===== config.mk =====
export PLATFORM = sky130hd
export DESIGN_NAME = bszf_top
export DESIGN_NICKNAME = d
export VERILOG_FILES = /design/src/bszf_tick_div.v /design/src/bszf_top.v
export VERILOG_INCLUDE_DIRS = /design/src /design/src/src
export SDC_FILE = /design/constraint.sdc
export NUM_CORES = 1
export LEC_CHECK = 0
export CAP_MARGIN = 20
export CORE_MARGIN = 2
export CORE_UTILIZATION = 66
export CTS_BUF_LIST = sky130_fd_sc_hd__clkbuf_8
export DETAILED_ROUTE_END_ITERATION = 16
export DONT_BUFFER_PORTS = 1
export GPL_ROUTABILITY_DRIVEN = 0
export GPL_TIMING_DRIVEN = 0
export PLACE_DENSITY = 0.86
export SLEW_MARGIN = 20
export SYNTH_ARGS = -nofsm -noshare
export SYNTH_HDL_FRONTEND = slang
export SYNTH_SLANG_ARGS = --single-unit

===== constraint.sdc =====
create_clock -name aclk -period 3.59 [get_ports aclk]
set_input_delay 0.718 -clock aclk [delete_from_list [all_inputs] [get_ports aclk]]
set_output_delay 0.718 -clock aclk [all_outputs]
set_load 0.02 [all_outputs]

===== src/bszf_defs.vh =====
// Constants shared by the back-EMF sampling and Z filter block.
`ifndef BSZF_DEFS_VH
`define BSZF_DEFS_VH
`define BSZF_ADDR_W          8
`define BSZF_ADDR_CFG        8'h00
`define BSZF_ADDR_PAR        8'h04
`define BSZF_ADDR_ZFR        8'h08
`define BSZF_CFG_RST         8'h02
`define BSZF_PAR_RST         8'h00
`define BSZF_ZFR_RST         8'h0F
`define BSZF_CFG_FLAG        3
`define BSZF_CFG_MASK        2
`define BSZF_CFG_DELAY       7:4
`define BSZF_CFG_LOW         2:0
`define BSZF_CFG_DIV         1:0
`define BSZF_PAR_TACHO       7:6
`define BSZF_PAR_PARITY      5:0
`define BSZF_ZFR_COUNT       7:4
`define BSZF_ZFR_BLANK       3:0
`define BSZF_RESP_OKAY       2'h0
`define BSZF_RESP_SLVERR     2'h2
`define BSZF_DIV1            2'h0
`define BSZF_DIV2            2'h1
`define BSZF_TACHO_POSITION  2'h0
`define BSZF_PERIPH_KHZ      4000
`define BSZF_DELAY_STEP_NS   2500
`define BSZF_WIN_FINE_NS     5000
`define BSZF_WIN_COARSE_NS   20000
`define BSZF_WIN_BASE_NS     40000
`define BSZF_DELAY_STEP_TICKS ((`BSZF_DELAY_STEP_NS * `BSZF_PERIPH_KHZ + 999999) / 1000000)
`define BSZF_WIN_FINE_TICKS  ((`BSZF_WIN_FINE_NS * `BSZF_PERIPH_KHZ + 999999) / 1000000)
`define BSZF_WIN_COARSE_TICKS ((`BSZF_WIN_COARSE_NS * `BSZF_PERIPH_KHZ + 999999) / 1000000)
`define BSZF_WIN_BASE_TICKS  ((`BSZF_WIN_BASE_NS * `BSZF_PERIPH_KHZ + 999999) / 1000000)
`define BSZF_FINE_CODES      4'h8
`define BSZF_WIN_CODE_BIAS   4'h7
`endif


===== src/bszf_tick_div.v =====
// Peripheral clock enable divider of the motor clock.
`default_nettype none
`include "bszf_defs.vh"
module bszf_tick_div (
  input  wire       aclk,
  input  wire       aresetn,
  input  wire [1:0] div_sel,
  output reg        tick_ff
);
  reg  [1:0] cnt_ff;
  reg  [1:0] nxt_cnt;
  reg        nxt_tick;

  always @* begin
    nxt_cnt = cnt_ff + 2'h1;
    nxt_tick = 1'b0;
    case (div_sel)
      `BSZF_DIV1: begin
        nxt_tick = 1'b1;
        nxt_cnt = 2'h0;
      end
      `BSZF_DIV2: begin
        nxt_tick = cnt_ff[0];
        nxt_cnt = {1'b0, ~cnt_ff[0]};
      end
      default: begin
        nxt_tick = (cnt_ff == 2'h3);
      end
    endcase
  end

  always @(posedge aclk) begin
    if (!aresetn) begin
      cnt_ff <= 2'h0;
      tick_ff <= 1'b0;
    end else begin
      cnt_ff <= nxt_cnt;
      tick_ff <= nxt_tick;
    end
  end
endmodule
`default_nettype wire


===== src/bszf_top.v =====
// Back-EMF sampling configuration, Z event filter and output parity with an AXI4-Lite register slave.
//
// Register access over AXI4-Lite and the register offsets were chosen for this implementation.
`default_nettype none
`include "bszf_defs.vh"
module bszf_top (
  input  wire        aclk,
  input  wire        aresetn,
  input  wire [7:0]  s_axi_awaddr,
  input  wire        s_axi_awvalid,
  output reg         s_axi_awready,
  input  wire [31:0] s_axi_wdata,
  input  wire [3:0]  s_axi_wstrb,
  input  wire        s_axi_wvalid,
  output reg         s_axi_wready,
  output reg  [1:0]  s_axi_bresp,
  output reg         s_axi_bvalid,
  input  wire        s_axi_bready,
  input  wire [7:0]  s_axi_araddr,
  input  wire        s_axi_arvalid,
  output reg         s_axi_arready,
  output reg  [31:0] s_axi_rdata,
  output reg  [1:0]  s_axi_rresp,
  output reg         s_axi_rvalid,
  input  wire        s_axi_rready,
  input  wire        pwm_on,
  input  wire        sample_clk_tick,
  input  wire        z_sample_at_pwm,
  input  wire        z_compare_pin,
  input  wire        d_event,
  input  wire        sensor_mode,
  input  wire        independent_phase_mode,
  input  wire [5:0]  chan_drive,
  output reg  [5:0]  chan_out_ff,
  output reg         z_event_ff,
  output reg         sampling_out_irq_ff,
  output reg  [1:0]  tacho_edge_sel_ff,
  output reg         speed_sensor_mode_ff,
  output reg         periph_tick_out_ff
);
  reg  [7:0]  cfg_ff;
  reg  [7:0]  par_ff;
  reg  [7:0]  zfr_ff;
  reg  [7:0]  aw_addr_ff;
  reg         aw_have_ff;
  reg  [7:0]  w_data_ff;
  reg         w_strb_ff;
  reg         w_have_ff;
  reg         z_meta_ff;
  reg         z_sync_ff;
  reg         pwm_prev_ff;
  reg  [7:0]  delay_cnt_ff;
  reg         delay_run_ff;
  reg         delay_done_ff;
  reg  [9:0]  blank_cnt_ff;
  reg  [4:0]  z_run_ff;
  reg         z_armed_ff;
  wire        periph_tick;
  wire [3:0]  ton_sample_delay;
  wire        sampling_out_mask;
  wire [3:0]  z_sample_count;
  wire [3:0]  d_to_z_blank_len;
  wire        pwm_rise;
  wire        pwm_fall;
  wire        delay_expire;
  wire        sample_late;
  wire        z_sample_strobe;
  wire        blanked;
  wire        z_hit;
  wire        wr_go;
  wire        wr_cfg;
  wire        flag_set;
  reg  [7:0]  nxt_cfg;
  reg  [4:0]  nxt_z_run;
  reg  [31:0] nxt_rdata;
  reg  [1:0]  nxt_rresp;

  function [7:0] delay_ticks;
    input [3:0] code;
    integer t;
    begin
      t = code * `BSZF_DELAY_STEP_TICKS;
      delay_ticks = t[7:0];
    end
  endfunction

  function [9:0] win_ticks;
    input [3:0] code;
    integer t;
    begin
      if (code < `BSZF_FINE_CODES) begin
        t = (code + 1) * `BSZF_WIN_FINE_TICKS;
      end else begin
        t = `BSZF_WIN_BASE_TICKS + (code - `BSZF_WIN_CODE_BIAS) * `BSZF_WIN_COARSE_TICKS;
      end
      win_ticks = t[9:0];
    end
  endfunction

  function reg_mapped;
    input [7:0] addr;
    begin
      reg_mapped = (addr == `BSZF_ADDR_CFG) || (addr == `BSZF_ADDR_PAR) || (addr == `BSZF_ADDR_ZFR);
    end
  endfunction

  bszf_tick_div u_div (
    .aclk    (aclk),
    .aresetn (aresetn),
    .div_sel (cfg_ff[`BSZF_CFG_DIV]),
    .tick_ff (periph_tick)
  );

  assign ton_sample_delay = cfg_ff[`BSZF_CFG_DELAY];
  assign sampling_out_mask = cfg_ff[`BSZF_CFG_MASK];
  assign z_sample_count = zfr_ff[`BSZF_ZFR_COUNT];
  assign d_to_z_blank_len = zfr_ff[`BSZF_ZFR_BLANK];
  assign pwm_rise = pwm_on & ~pwm_prev_ff;
  assign pwm_fall = ~pwm_on & pwm_prev_ff;

  // The delay runs in peripheral ticks from the start of the on-time.
  assign delay_expire = delay_run_ff & periph_tick & (delay_cnt_ff == 8'h01);
  // A delayed sample that ends after the on-time is thrown away.
  assign sample_late = delay_expire & ~pwm_on;

  // Z samples come once per PWM period or on sample clock ticks in the off-time (no delay) or in the on-time after the delay.
  assign z_sample_strobe = (ton_sample_delay == 4'h0) ?
                           (z_sample_at_pwm ? pwm_fall : (sample_clk_tick & ~pwm_on)) :
                           (z_sample_at_pwm ? (delay_expire & pwm_on) :
                            (sample_clk_tick & pwm_on & delay_done_ff));

  assign blanked = (blank_cnt_ff != 10'h000);
  assign z_hit = z_sample_strobe & ~blanked & z_armed_ff & ~d_event;

  // Only the delayed Z sampling path reaches the flag; D sampling never does.
  assign flag_set = sample_late & (ton_sample_delay != 4'h0);

  assign wr_go = aw_have_ff & w_have_ff & ~s_axi_bvalid;
  assign wr_cfg = wr_go & w_strb_ff & (aw_addr_ff == `BSZF_ADDR_CFG);

  always @* begin
    nxt_cfg = cfg_ff;
    if (wr_cfg) begin
      nxt_cfg = {w_data_ff[`BSZF_CFG_DELAY], cfg_ff[`BSZF_CFG_FLAG] & w_data_ff[`BSZF_CFG_FLAG],
                 w_data_ff[`BSZF_CFG_LOW]};
    end
    if (flag_set) begin
      nxt_cfg[`BSZF_CFG_FLAG] = 1'b1;
    end
  end

  always @* begin
    nxt_z_run = z_run_ff;
    if (d_event) begin
      nxt_z_run = 5'h00;
    end else if (z_hit) begin
      if (z_sync_ff) begin
        nxt_z_run = z_run_ff + 5'h01;
      end else begin
        nxt_z_run = 5'h00;
      end
    end
  end

  always @* begin
    nxt_rdata = 32'h0000_0000;
    nxt_rresp = `BSZF_RESP_OKAY;
    case (s_axi_araddr)
      `BSZF_ADDR_CFG: nxt_rdata = {24'h00_0000, cfg_ff};
      `BSZF_ADDR_PAR: nxt_rdata = {24'h00_0000, par_ff};
      `BSZF_ADDR_ZFR: nxt_rdata = {24'h00_0000, zfr_ff};
      default: nxt_rresp = `BSZF_RESP_SLVERR;
    endcase
  end

  always @(posedge aclk) begin
    if (!aresetn) begin
      cfg_ff <= `BSZF_CFG_RST;
      par_ff <= `BSZF_PAR_RST;
      zfr_ff <= `BSZF_ZFR_RST;
      aw_addr_ff <= 8'h00;
      aw_have_ff <= 1'b0;
      w_data_ff <= 8'h00;
      w_strb_ff <= 1'b0;
      w_have_ff <= 1'b0;
      s_axi_awready <= 1'b0;
      s_axi_wready <= 1'b0;
      s_axi_bvalid <= 1'b0;
      s_axi_bresp <= `BSZF_RESP_OKAY;
      s_axi_arready <= 1'b0;
      s_axi_rvalid <= 1'b0;
      s_axi_rdata <= 32'h0000_0000;
      s_axi_rresp <= `BSZF_RESP_OKAY;
    end else begin
      cfg_ff <= nxt_cfg;
      s_axi_awready <= 1'b0;
      s_axi_wready <= 1'b0;
      s_axi_arready <= 1'b0;
      if (s_axi_awvalid & ~s_axi_awready & ~aw_have_ff) begin
        s_axi_awready <= 1'b1;
        aw_have_ff <= 1'b1;
        aw_addr_ff <= s_axi_awaddr;
      end
      if (s_axi_wvalid & ~s_axi_wready & ~w_have_ff) begin
        s_axi_wready <= 1'b1;
        w_have_ff <= 1'b1;
        w_data_ff <= s_axi_wdata[7:0];
        w_strb_ff <= s_axi_wstrb[0];
      end
      if (wr_go) begin
        aw_have_ff <= 1'b0;
        w_have_ff <= 1'b0;
        s_axi_bvalid <= 1'b1;
        s_axi_bresp <= reg_mapped(aw_addr_ff) ? `BSZF_RESP_OKAY : `BSZF_RESP_SLVERR;
        if (w_strb_ff & (aw_addr_ff == `BSZF_ADDR_PAR)) begin
          par_ff <= w_data_ff;
        end
        if (w_strb_ff & (aw_addr_ff == `BSZF_ADDR_ZFR)) begin
          zfr_ff <= w_data_ff;
        end
      end else if (s_axi_bvalid & s_axi_bready) begin
        s_axi_bvalid <= 1'b0;
      end
      if (s_axi_arvalid & ~s_axi_arready & ~s_axi_rvalid) begin
        s_axi_arready <= 1'b1;
      end
      // The answer follows the address handshake, never the bare request.
      if (s_axi_arvalid & s_axi_arready) begin
        s_axi_rvalid <= 1'b1;
        s_axi_rdata <= nxt_rdata;
        s_axi_rresp <= nxt_rresp;
      end else if (s_axi_rvalid & s_axi_rready) begin
        s_axi_rvalid <= 1'b0;
      end
    end
  end

  always @(posedge aclk) begin
    if (!aresetn) begin
      z_meta_ff <= 1'b0;
      z_sync_ff <= 1'b0;
      pwm_prev_ff <= 1'b0;
      delay_cnt_ff <= 8'h00;
      delay_run_ff <= 1'b0;
      delay_done_ff <= 1'b0;
      blank_cnt_ff <= 10'h000;
      z_run_ff <= 5'h00;
      z_armed_ff <= 1'b1;
      z_event_ff <= 1'b0;
    end else begin
      z_meta_ff <= z_compare_pin;
      z_sync_ff <= z_meta_ff;
      pwm_prev_ff <= pwm_on;
      if (pwm_rise & (ton_sample_delay != 4'h0)) begin
        delay_cnt_ff <= delay_ticks(ton_sample_delay);
        delay_run_ff <= 1'b1;
        delay_done_ff <= 1'b0;
      end else if (delay_expire) begin
        delay_run_ff <= 1'b0;
        delay_done_ff <= pwm_on;
        delay_cnt_ff <= 8'h00;
      end else begin
        if (delay_run_ff & periph_tick) begin
          delay_cnt_ff <= delay_cnt_ff - 8'h01;
        end
        if (pwm_fall) begin
          delay_done_ff <= 1'b0;
        end
      end
      if (d_event) begin
        blank_cnt_ff <= sensor_mode ? 10'h000 : win_ticks(d_to_z_blank_len);
      end else if (blanked & periph_tick) begin
        blank_cnt_ff <= blank_cnt_ff - 10'h001;
      end
      z_event_ff <= 1'b0;
      if (d_event) begin
        z_armed_ff <= 1'b1;
        z_run_ff <= 5'h00;
      end else if (z_hit & z_sync_ff & (nxt_z_run == {1'b0, z_sample_count} + 5'h01)) begin
        z_event_ff <= 1'b1;
        z_armed_ff <= 1'b0;
        z_run_ff <= 5'h00;
      end else begin
        z_run_ff <= nxt_z_run;
      end
    end
  end

  always @(posedge aclk) begin
    if (!aresetn) begin
      chan_out_ff <= 6'h00;
      sampling_out_irq_ff <= 1'b0;
      tacho_edge_sel_ff <= `BSZF_TACHO_POSITION;
      speed_sensor_mode_ff <= 1'b0;
      periph_tick_out_ff <= 1'b0;
    end else begin
      if (independent_phase_mode) begin
        chan_out_ff <= chan_drive;
      end else begin
        chan_out_ff <= chan_drive ^ par_ff[`BSZF_PAR_PARITY];
      end
      sampling_out_irq_ff <= nxt_cfg[`BSZF_CFG_FLAG] & nxt_cfg[`BSZF_CFG_MASK];
      tacho_edge_sel_ff <= par_ff[`BSZF_PAR_TACHO];
      speed_sensor_mode_ff <= (par_ff[`BSZF_PAR_TACHO] != `BSZF_TACHO_POSITION);
      periph_tick_out_ff <= periph_tick;
    end
  end
endmodule
`default_nettype wire


==> out/results.ini, run 1 <==
[cts]
clkSlewWorstSetupHoldPaths_ps=110
post_cts_buffers=0
clock-root-buffer=clkbuf_8
cts_buffer_depth=2
cts_resized=0
numClockSinks=102
clk_latency_ps=390
htreeDepth=3
cts_tree=built
cts_hold_repair.buffers=0
numCtsBuffers=9

[sta]
hold_viol_final=0
min_period_over_period_pct=89.96
setup_violations=0
slew_headroom_pct=36.21
final_max_slew_viol_count=0
rsz0062_at_grt=no
worstMarginPinSlew_ps=949.6
min_period_ps=3230
fin_skew_ps=11.95
tns_ps=0
fmax_ghz=0.3096

[worst_setup_path]
r2r-start=zfr_ff[3]
rr_endpoint=blank_cnt_ff[9]
r2r_setup_slack_ps=360
worst_setup_path_start_kind=flip-flop
crit_type=flip-flop to flip-flop
cp_max_fo=10
crit_path_end_kind=flip-flop
r2r_cells=13
crit_arrival_ps=3530
crit_required_ps=3890

[final_layout]
layout-drive-gt1-share_pct=9.606
final_util_pct=74.01
area_delta_synth_final_pct=8.292
fill_cells=564
antenna_cells=0
final_net_count=726

[floorplanning]
die_area_um2=8734
num_rows=32
floorplan.die.height_um=93.46
ios=125
core_um2=7727
die_x_um=93.46
initial_core_util_pct=68.35

[yosys]
synth-edff-count=0
post-synth-top-count-cell=dfxtp_1
synthTopCellsByArea=dfxtp_1 39%, mux2i_1 9.7%, nor2_1 6.2%, ha_1 5.0%, buf_4 3.7%
netlist_area_um2=5281
synth_cell_type_count=61
synth.largest_area_cell=dfxtp_1
synth-seq-cells=102
ys.flop_type=dfxtp_1
async_flop_share_pct=0
synth_common_cells=102 x dfxtp_1, 87 x nor2_1, 51 x mux2i_1
synthCells=594
yosysWarnings=0
synth_top_area_share_pct=38.66
seq_area_frac_synth_pct=38.66
synthesis.area_per_instance_um2=8.891

[detailed_routing]
drt_drc_violations_left=0
antenna_left=0
routed-via-count=4426
drtIter0Drc=307
drt_first_pass_iters=5
wl_per_cell_um=17.22
wirelength_mm=12.69
vias_per_cell=6.005

[hold_path]
whs_endpoint=z_sync_ff
hold_path_depth=1
min_path_type=flip-flop to flip-flop
min_from=z_meta_ff

[place]
port-buffer-count=0
dp_hpwl_mm=9.358

[power]
p_sw_mw=0.6357
swShare_pct=29.39
internal_power_mw=1.527
power_density_nw_per_um2=378.2
ir_worst_vdd_mv=0.4008
p_leak_nw=2.430
sequentialPowerShare_pct=55.7
clockPowerShare_pct=34.7
comb_power_share_pct=9.6

[job]
drv_cap=0

[grt]
grt_max_degree=22
grt_pass1_wl_mm=20.13
grt.overflow.total=0
grt_pass1_vias=4232
antenna_found_initial=0
track_usage_pct=29.42

[outcome]
status=completed

-- layout by cell type (no fill, tap or decap), types with 3 or more instances in the layout --
cell / Yosys / layout
dfxtp_1: 102 / 102
ha_1: 21 / 21
fa_1: 3 / 3
o221a_2: 3 / 3
or2_2: 3 / 3
nor2b_1: 13 / 13
nor4_1: 5 / 5
a21oi_1: 31 / 31
nand2_1: 25 / 25
xor2_1: 12 / 12
clkbuf_1: 15 / 15
buf_4: 26 / 26
nor3b_2: 3 / 4
a31oi_1: 5 / 5
nor3b_1: 6 / 5
nor3_1: 17 / 17
clkbuf_8: 0 / 9
nor2_1: 87 / 87
a22oi_1: 11 / 11
xnor2_1: 19 / 19
and2_1: 14 / 14
mux2i_1: 51 / 51
nand2b_1: 7 / 7
a41oi_1: 3 / 3
clkinv_8: 0 / 3
o21ai_0: 16 / 16
inv_1: 24 / 24
and3_1: 4 / 4
a211oi_1: 4 / 4
nand3_1: 13 / 13
conb_1: 1 / 26
buf_1: 8 / 8
-- worst max-delay path by stage --
stage	startpoint	to	slack (ps)
finish	zfr_ff[3]	blank_cnt_ff[9]	360
global route	zfr_ff[3]	blank_cnt_ff[9]	130
CTS	zfr_ff[3]	blank_cnt_ff[9]	390
detailed placement	pwm_on	z_run_ff[4]	320
global placement	pwm_on	z_run_ff[0]	440
floorplan	zfr_ff[0]	blank_cnt_ff[9]	730
-- area by class of cell --
cell class / instances / area, µm² / share of cell area [%]
clock inverter: 7 / 87.58 / 1.531
inverter: 24 / 90.09 / 1.575
tap: 102 / 127.6 / 2.231
multi-input combinational: 443 / 2962 / 51.78
buffer: 50 / 286.5 / 5.010
clock buffer: 9 / 123.9 / 2.166
sequential: 102 / 2042 / 35.70
-- worst max-delay path, stage by stage, from the launching register on --
cell and delay (ps):
dfxtp_1 460, clkbuf_1 430, xor2_1 270, ha_1 270, ha_1 190, inv_1 80
fa_1 440, nor2_1 150, xor2_1 180, xnor2_1 90, and3_1 180, a21oi_1 110
nor2_1 50, o221a_2 240
-- through the flow --
step / hold WS [ps] / power, mW / worst slack [ps] / instances / instance area, µm²
2_1_floorplan: 411.9 / 1.390 / 725.9 / 619 / 5375
3_3_place_gp: 424.6 / 1.423 / 437.4 / 721 / 5503
3_5_place_dp: 426.0 / 1.433 / 321.8 / 721 / 5503
4_1_cts: 442.9 / 2.164 / 390.5 / 737 / 5714
5_1_grt: 452.1 / 2.229 / 131.5 / 737 / 5719
6_report: 447.9 / 2.163 / 360.4 / 737 / 5719
-- logic make-up after synthesis --
kind of cell | share of synthesized area [%]
flip-flops | 38.66
adder cells (fa/ha/maj) | 6.112
other | 0.07101
XOR/XNOR | 5.141
multiplexers | 9.666
AO/OA/AOI/OAI | 12.15
buffers and inverters | 7.131
AND/OR/NAND/NOR | 21.06
-- flip-flops by register name (all words and copies together) (netlist names), 2 cells and up --
| signal | count |
|---|---|
| s_axi_rdata | 8 |
| blank_cnt_ff | 10 |
| aw_addr_ff | 8 |
| u_div.cnt_ff | 2 |
| w_data_ff | 8 |
| chan_out_ff | 6 |
| delay_cnt_ff | 8 |
| z_run_ff | 5 |
| zfr_ff | 8 |
| cfg_ff | 8 |
| par_ff | 8 |
| tacho_edge_sel_ff | 2 |
-- power groups by stage --
| stage | registers [mW] | clock network [mW] | logic, mW |
|---|---|---|---|
| floorplan | 1.22 | 0 | 0.171 |
| global placement | 1.23 | 0 | 0.196 |
| detailed placement | 1.23 | 0 | 0.204 |
| CTS | 1.20 | 0.756 | 0.205 |
| global route | 1.21 | 0.792 | 0.228 |
| finish | 1.20 | 0.750 | 0.209 |
-- metal layers --
| layer | vias to the layer above | part of all wire (%) | track usage (%) |
|---|---|---|---|
| met1 | 2105 | 39 | 35.39 |
| met5 | - | 0 | 0 |
| met3 | 30 | 8.1 | 6.849 |
| met4 | 0 | 2.3 | 11.15 |
| met2 | 198 | 50 | 50.90 |
| li1 | 2093 | - | - |
Power figures use the tool's default switching activity.
==> run 2: changes to the inputs <==
REMOVE_ABC_BUFFERS = 1   (was unset)
==> out/results.ini, run 2 (synthesis results as in run 1) <==
[sta]
tns_ps=0  ; unchanged
setup_violations=0  ; unchanged
min_period_ps=3097  ; was 3230 ps
fmax_ghz=0.3229  ; was 0.3096 GHz
hold_viol_final=0  ; unchanged
min_period_over_period_pct=86.26  ; was 89.96%
final_max_slew_viol_count=0  ; unchanged
fin_hold_ws_ps=417.1  ; was 447.9 ps
worstMarginPinSlew_ps=1044  ; was 949.6 ps
slew_headroom_pct=30.25  ; was 36.21%
rsz0062_at_grt=no  ; unchanged
fin_skew_ps=17.48  ; was 11.95 ps

[place]
place_area_um2=5254  ; was 5503 µm²
dp_hpwl_mm=8.190  ; was 9.358 mm
port-buffer-count=0  ; unchanged

[cts]
numCtsBuffers=9  ; unchanged
cts_tree=built  ; unchanged
clk_latency_ps=370  ; was 390 ps
cts_resized=0  ; unchanged
post_cts_buffers=0  ; unchanged
cts_hold_repair.buffers=0  ; unchanged
cts_buffer_depth=2  ; unchanged
htreeDepth=3  ; unchanged
numClockSinks=102  ; unchanged
clock-root-buffer=clkbuf_8  ; unchanged
clkSlewWorstSetupHoldPaths_ps=100  ; was 110 ps

[grt]
grt_pass1_wl_mm=18.18  ; was 20.13 mm
grt_pass1_vias=3926  ; was 4232
track_usage_pct=26.00  ; was 29.42%
antenna_found_initial=0  ; unchanged
grt.overflow.total=0  ; unchanged
grt_max_degree=37  ; was 22

[worst_setup_path]
crit_path_end_kind=flip-flop  ; unchanged
r2r-start=zfr_ff[0]  ; was zfr_ff[3]
crit_type=flip-flop to flip-flop  ; unchanged
crit_required_ps=3860  ; was 3890 ps
crit_start=zfr_ff[0]  ; was zfr_ff[3]
crit_arrival_ps=3370  ; was 3530 ps
cp_max_fo=8  ; was 10
worst_setup_path_start_kind=flip-flop  ; unchanged

[floorplanning]
die_area_um2=8734  ; unchanged
initial_core_util_pct=68.35  ; unchanged
floorplan.die.height_um=93.46  ; unchanged
ios=125  ; unchanged
die_x_um=93.46  ; unchanged
core_um2=7727  ; unchanged
num_rows=32  ; unchanged

[detailed_routing]
vias_per_cell=6.017  ; was 6.005
drt_first_pass_iters=6  ; was 5
drt_drc_violations_left=0  ; unchanged
drtIter0Drc=212  ; was 307
routed-via-count=4146  ; was 4426
wl_per_cell_um=16.26  ; was 17.22 µm
wirelength_mm=11.20  ; was 12.69 mm
antenna_left=0  ; unchanged

[hold_path]
min_from=aresetn  ; was z_meta_ff
min_path_type=primary input to flip-flop  ; was flip-flop to flip-flop

[final_layout]
antenna_cells=0  ; unchanged
fill_cells=574  ; was 564
multiInputGateArea_um2=2967  ; was 2962 µm²
final_net_count=678  ; was 726
seq_area_um2=2042  ; unchanged
largest_reg_flops=10  ; unchanged
final_area_um2=5443  ; was 5719 µm²
layout-drive-gt1-share_pct=6.474  ; was 9.606%
area_delta_synth_final_pct=3.056  ; was 8.292%
regMostFlops=blank_cnt_ff  ; unchanged
layout_common_cells=102 x dfxtp_1, 87 x nor2_1, 51 x mux2i_1, 31 x a21oi_1, 26 x conb_1  ; was 102 x dfxtp_1, 87 x nor2_1, 51 x mux2i_1, 31 x a21oi_1
mostFrequentLayoutCell=dfxtp_1  ; unchanged

[power]
swShare_pct=27.15  ; was 29.39%
p_sw_mw=0.5627  ; was 0.6357 mW
comb_power_share_pct=8.1  ; was 9.6%
sequentialPowerShare_pct=58.1  ; was 55.7%
p_leak_nw=2.272  ; was 2.430 nW
finalPower_mw=2.073  ; was 2.163 mW
clockPowerShare_pct=33.9  ; was 34.7%
internal_power_mw=1.510  ; was 1.527 mW
ir_worst_vdd_mv=0.2449  ; was 0.4008 mV
power_density_nw_per_um2=380.8  ; was 378.2 nW/µm²

[job]
drv_cap=0  ; unchanged

[outcome]
status=completed  ; unchanged

-- run 2: cell count changes in the layout (fill, tap and decap cells not counted), sizes merged --
cell	previous run	this run
clkinv	4	3
inv	26	27
clkinvlp	1	0
clkbuf	25	10
buf	34	2
-- run 2: worst max-delay path, stage by stage (launching register included) --
cell and delay (ps):
dfxtp_1 530, ha_1 260, xor2_1 360, ha_1 300, inv_1 90, fa_1 430, nor2_1 150, xor2_1 190
xnor2_1 80, and3_1 190, a21oi_1 120, nor2_1 50, o221a_2 240
-- run 2: routing by layer --
layer	up-vias	GRT usage [%]	wire length, µm
met4	0	8.578	124
met3	8	5.318	707
met1	2007	31.37	4750
met5	-	0	0
li1	1992	-	-
met2	139	46.04	5621
-- run 2: worst paths after layout --
kind | end | slack [ps] | cells past startpoint
max | blank_cnt_ff[9] | 490 | 12
min | cfg_ff[1] | 420 | 1
max reg2reg | blank_cnt_ff[9] | 490 | 12
min reg2reg | z_sync_ff | 440 | 1
-- run 2: through the flow --
step	setup slack, ps	std cells	utilization [%]
finish	493.4	689	70.43
global route	339.4	689	70.43
CTS	490.7	689	70.43
floorplan	839.2	569	-
global placement	608.9	671	67.50
detailed placement	518.5	673	67.99
-- run 2: cell type report --
cell class	count	share of cell area, %
Tap cell	102	2.345
Inverter	24	1.655
Multi-Input combinational cell	443	54.51
Sequential cell	102	37.52
Clock buffer	10	2.529
Timing Repair Buffer	2	0.5057
Clock inverter	6	0.9425
-- run 2: power by group through the flow --
stage	logic [mW]	clock network [mW]	registers, mW
finish	0.167	0.702	1.20
global route	0.183	0.754	1.21
CTS	0.165	0.710	1.20
detailed placement	0.164	0	1.23
global placement	0.154	0	1.23
floorplan	0.136	0	1.22
==> run 3: changes to the inputs <==
REMOVE_ABC_BUFFERS = unset   (was 1)
SYNTH_HIERARCHICAL = 1   (was unset)
==> out/results.ini, run 3 <==
[outcome]
status=completed  ; unchanged

[cts]
cts_hold_repair.buffers=0  ; unchanged
cts_buffer_depth=2  ; unchanged
numClockSinks=102  ; unchanged
htreeDepth=3  ; unchanged
cts_resized=0  ; unchanged
clkSlewWorstSetupHoldPaths_ps=110  ; was 100 ps
post_cts_buffers=0  ; unchanged
clk_latency_ps=390  ; was 370 ps
numCtsBuffers=9  ; unchanged
cts_tree=built  ; unchanged
clock-root-buffer=clkbuf_8  ; unchanged

[final_layout]
final_area_um2=5819  ; was 5443 µm²
mostFrequentLayoutCell=dfxtp_1  ; unchanged
area_delta_synth_final_pct=8.289  ; was 3.056%
layout_common_cells=102 x dfxtp_1, 51 x nor2b_1, 51 x mux2i_1, 33 x nor2_1, 29 x nand2_1  ; was 102 x dfxtp_1, 87 x nor2_1, 51 x mux2i_1, 31 x a21oi_1, 26 x conb_1
layout-drive-gt1-share_pct=8.730  ; was 6.474%
largest_reg_flops=10  ; unchanged
final_net_count=721  ; was 678
antenna_cells=0  ; unchanged
regMostFlops=blank_cnt_ff  ; unchanged

[detailed_routing]
drt_drc_violations_left=0  ; unchanged
drtIter0Drc=215  ; was 212
antenna_left=0  ; unchanged
routed-via-count=4297  ; was 4146
wirelength_mm=12.57  ; was 11.20 mm
wl_per_cell_um=17.17  ; was 16.26 µm
drt_first_pass_iters=5  ; was 6
vias_per_cell=5.870  ; was 6.017

[grt]
antenna_found_initial=0  ; unchanged
grt_pass1_wl_mm=19.96  ; was 18.18 mm
grt_pass1_vias=4298  ; was 3926
grt_max_degree=21  ; was 37
track_usage_pct=29.14  ; was 26.00%
grt.overflow.total=0  ; unchanged

[floorplanning]
num_rows=32  ; unchanged
die_x_um=94.24  ; was 93.46 µm
core_um2=7807  ; was 7727 µm²
floorplan.die.height_um=94.24  ; was 93.46 µm
ios=125  ; unchanged
die_area_um2=8880  ; was 8734 µm²
initial_core_util_pct=68.83  ; was 68.35%

[place]
place_area_um2=5595  ; was 5254 µm²
port-buffer-count=0  ; unchanged
dp_hpwl_mm=9.072  ; was 8.190 mm

[worst_setup_path]
r2r-start=zfr_ff[0]  ; unchanged
crit_start=zfr_ff[0]  ; unchanged
crit_required_ps=3920  ; was 3860 ps
cp_max_fo=7  ; was 8
r2r_setup_slack_ps=550  ; was 490 ps
crit_path_end_kind=flip-flop  ; unchanged
worst_setup_path_start_kind=flip-flop  ; unchanged
crit_type=flip-flop to flip-flop  ; unchanged
crit_arrival_ps=3380  ; was 3370 ps

[sta]
fin_skew_ps=15.11  ; was 17.48 ps
min_period_over_period_pct=84.82  ; was 86.26%
worstMarginPinSlew_ps=908.6  ; was 1044 ps
min_period_ps=3045  ; was 3097 ps
fmax_ghz=0.3284  ; was 0.3229 GHz
hold_viol_final=0  ; unchanged
slew_headroom_pct=38.63  ; was 30.25%
tns_ps=0  ; unchanged
setup_violations=0  ; unchanged
rsz0062_at_grt=no  ; unchanged
final_max_slew_viol_count=0  ; unchanged

[yosys]
synth-edff-count=0  ; unchanged
synth_top_area_share_pct=38.00  ; was 38.66%
seq_area_frac_synth_pct=38.00  ; was 38.66%
synthesis.area_per_instance_um2=9.124  ; was 8.891 µm²
synth-seq-cells=102  ; unchanged
synth.largest_area_cell=dfxtp_1  ; unchanged
yosysWarnings=6  ; was 0
synth_common_cells=102 x dfxtp_1, 51 x mux2i_1, 51 x nor2b_1  ; was 102 x dfxtp_1, 87 x nor2_1, 51 x mux2i_1
synthCells=589  ; was 594
synthTopCellsByArea=dfxtp_1 38%, mux2i_1 9.5%, nor2b_1 5.9%, ha_1 4.9%, buf_4 3.6%  ; was dfxtp_1 39%, mux2i_1 9.7%, nor2_1 6.2%, ha_1 5.0%, buf_4 3.7%
post-synth-top-count-cell=dfxtp_1  ; unchanged
netlist_area_um2=5374  ; was 5281 µm²
async_flop_share_pct=0  ; unchanged
ys.flop_type=dfxtp_1  ; unchanged
synth_cell_type_count=60  ; was 61

[hold_path]
min_from=pwm_on  ; was aresetn
min_path_type=primary input to flip-flop  ; unchanged

[power]
p_leak_nw=2.405  ; was 2.272 nW
power_density_nw_per_um2=378.9  ; was 380.8 nW/µm²
ir_worst_vdd_mv=0.2521  ; was 0.2449 mV

[job]
drv_cap=0  ; unchanged

==> run 3: through the flow <==
stage	setup slack (ps)	total power, mW	cells	util, %	hold WS [ps]
6_report	545.0	2.205	732	74.54	445.8
5_1_grt	418.4	2.263	732	74.54	447.2
4_1_cts	583.4	2.200	732	74.54	448.6
3_5_place_dp	618.2	1.428	716	71.67	427.3
3_3_place_gp	737.4	1.421	716	71.67	432.5
2_1_floorplan	1006	1.388	614	-	411.9
==> run 3: power by group <==
part | internal, mW | switching (mW)
logic | 0.0909 | 0.117
registers | 1.16 | 0.0361
clock network | 0.345 | 0.453
==> run 3: worst paths after layout <==
kind,cells after the start,endpoint
max reg2reg,13,blank_cnt_ff[7]
max,13,blank_cnt_ff[7]
min reg2reg,1,z_sync_ff
min,1,pwm_prev_ff
==> run 3: area by class of cell <==
type                    count  area (µm²)
plain buffers              52       301.5
clock inverters             7       100.1
well taps                 102       127.6
inverters                  26       97.59
fillers                   606        1988
flip-flops and latches    102        2042
multi-input cells         434        3027
clock buffers               9       123.9
==> run 3: metal layers <==
layer | share of wire [%] | vias up | global-route usage, %
met4 | 2.7 | 0 | 14.25
met1 | 40 | 2050 | 33.64
met3 | 7.4 | 34 | 7.384
met5 | 0 | - | 0
li1 | - | 2045 | -
met2 | 50 | 168 | 50.00
==> run 3: critical path: stages (launching register included) <==
cell and delay [ps]:
dfxtp_1 350, clkbuf_1 300, nand3_1 150, xor2_1 290
inv_1 110, ha_1 300, ha_1 160, inv_1 50
fa_1 370, xor2_1 150, o21ai_0 300, a22oi_1 150
o21bai_1 140, and3b_1 160
==> run 3: logic make-up (layout without fill, tap and decap cells) <==
group	count (synthesis)	in the layout	share of synthesized area [%]
DFF	102	102	38.00
AOI/OAI and AO/OA	90	90	11.53
muxes	51	51	9.499
other	1	26	0.06978
buffers and inverters	78	94	7.427
xor gates and xnor gates	29	29	4.727
and+or+nand+nor	214	214	22.75
adders and majority gates	24	24	6.007
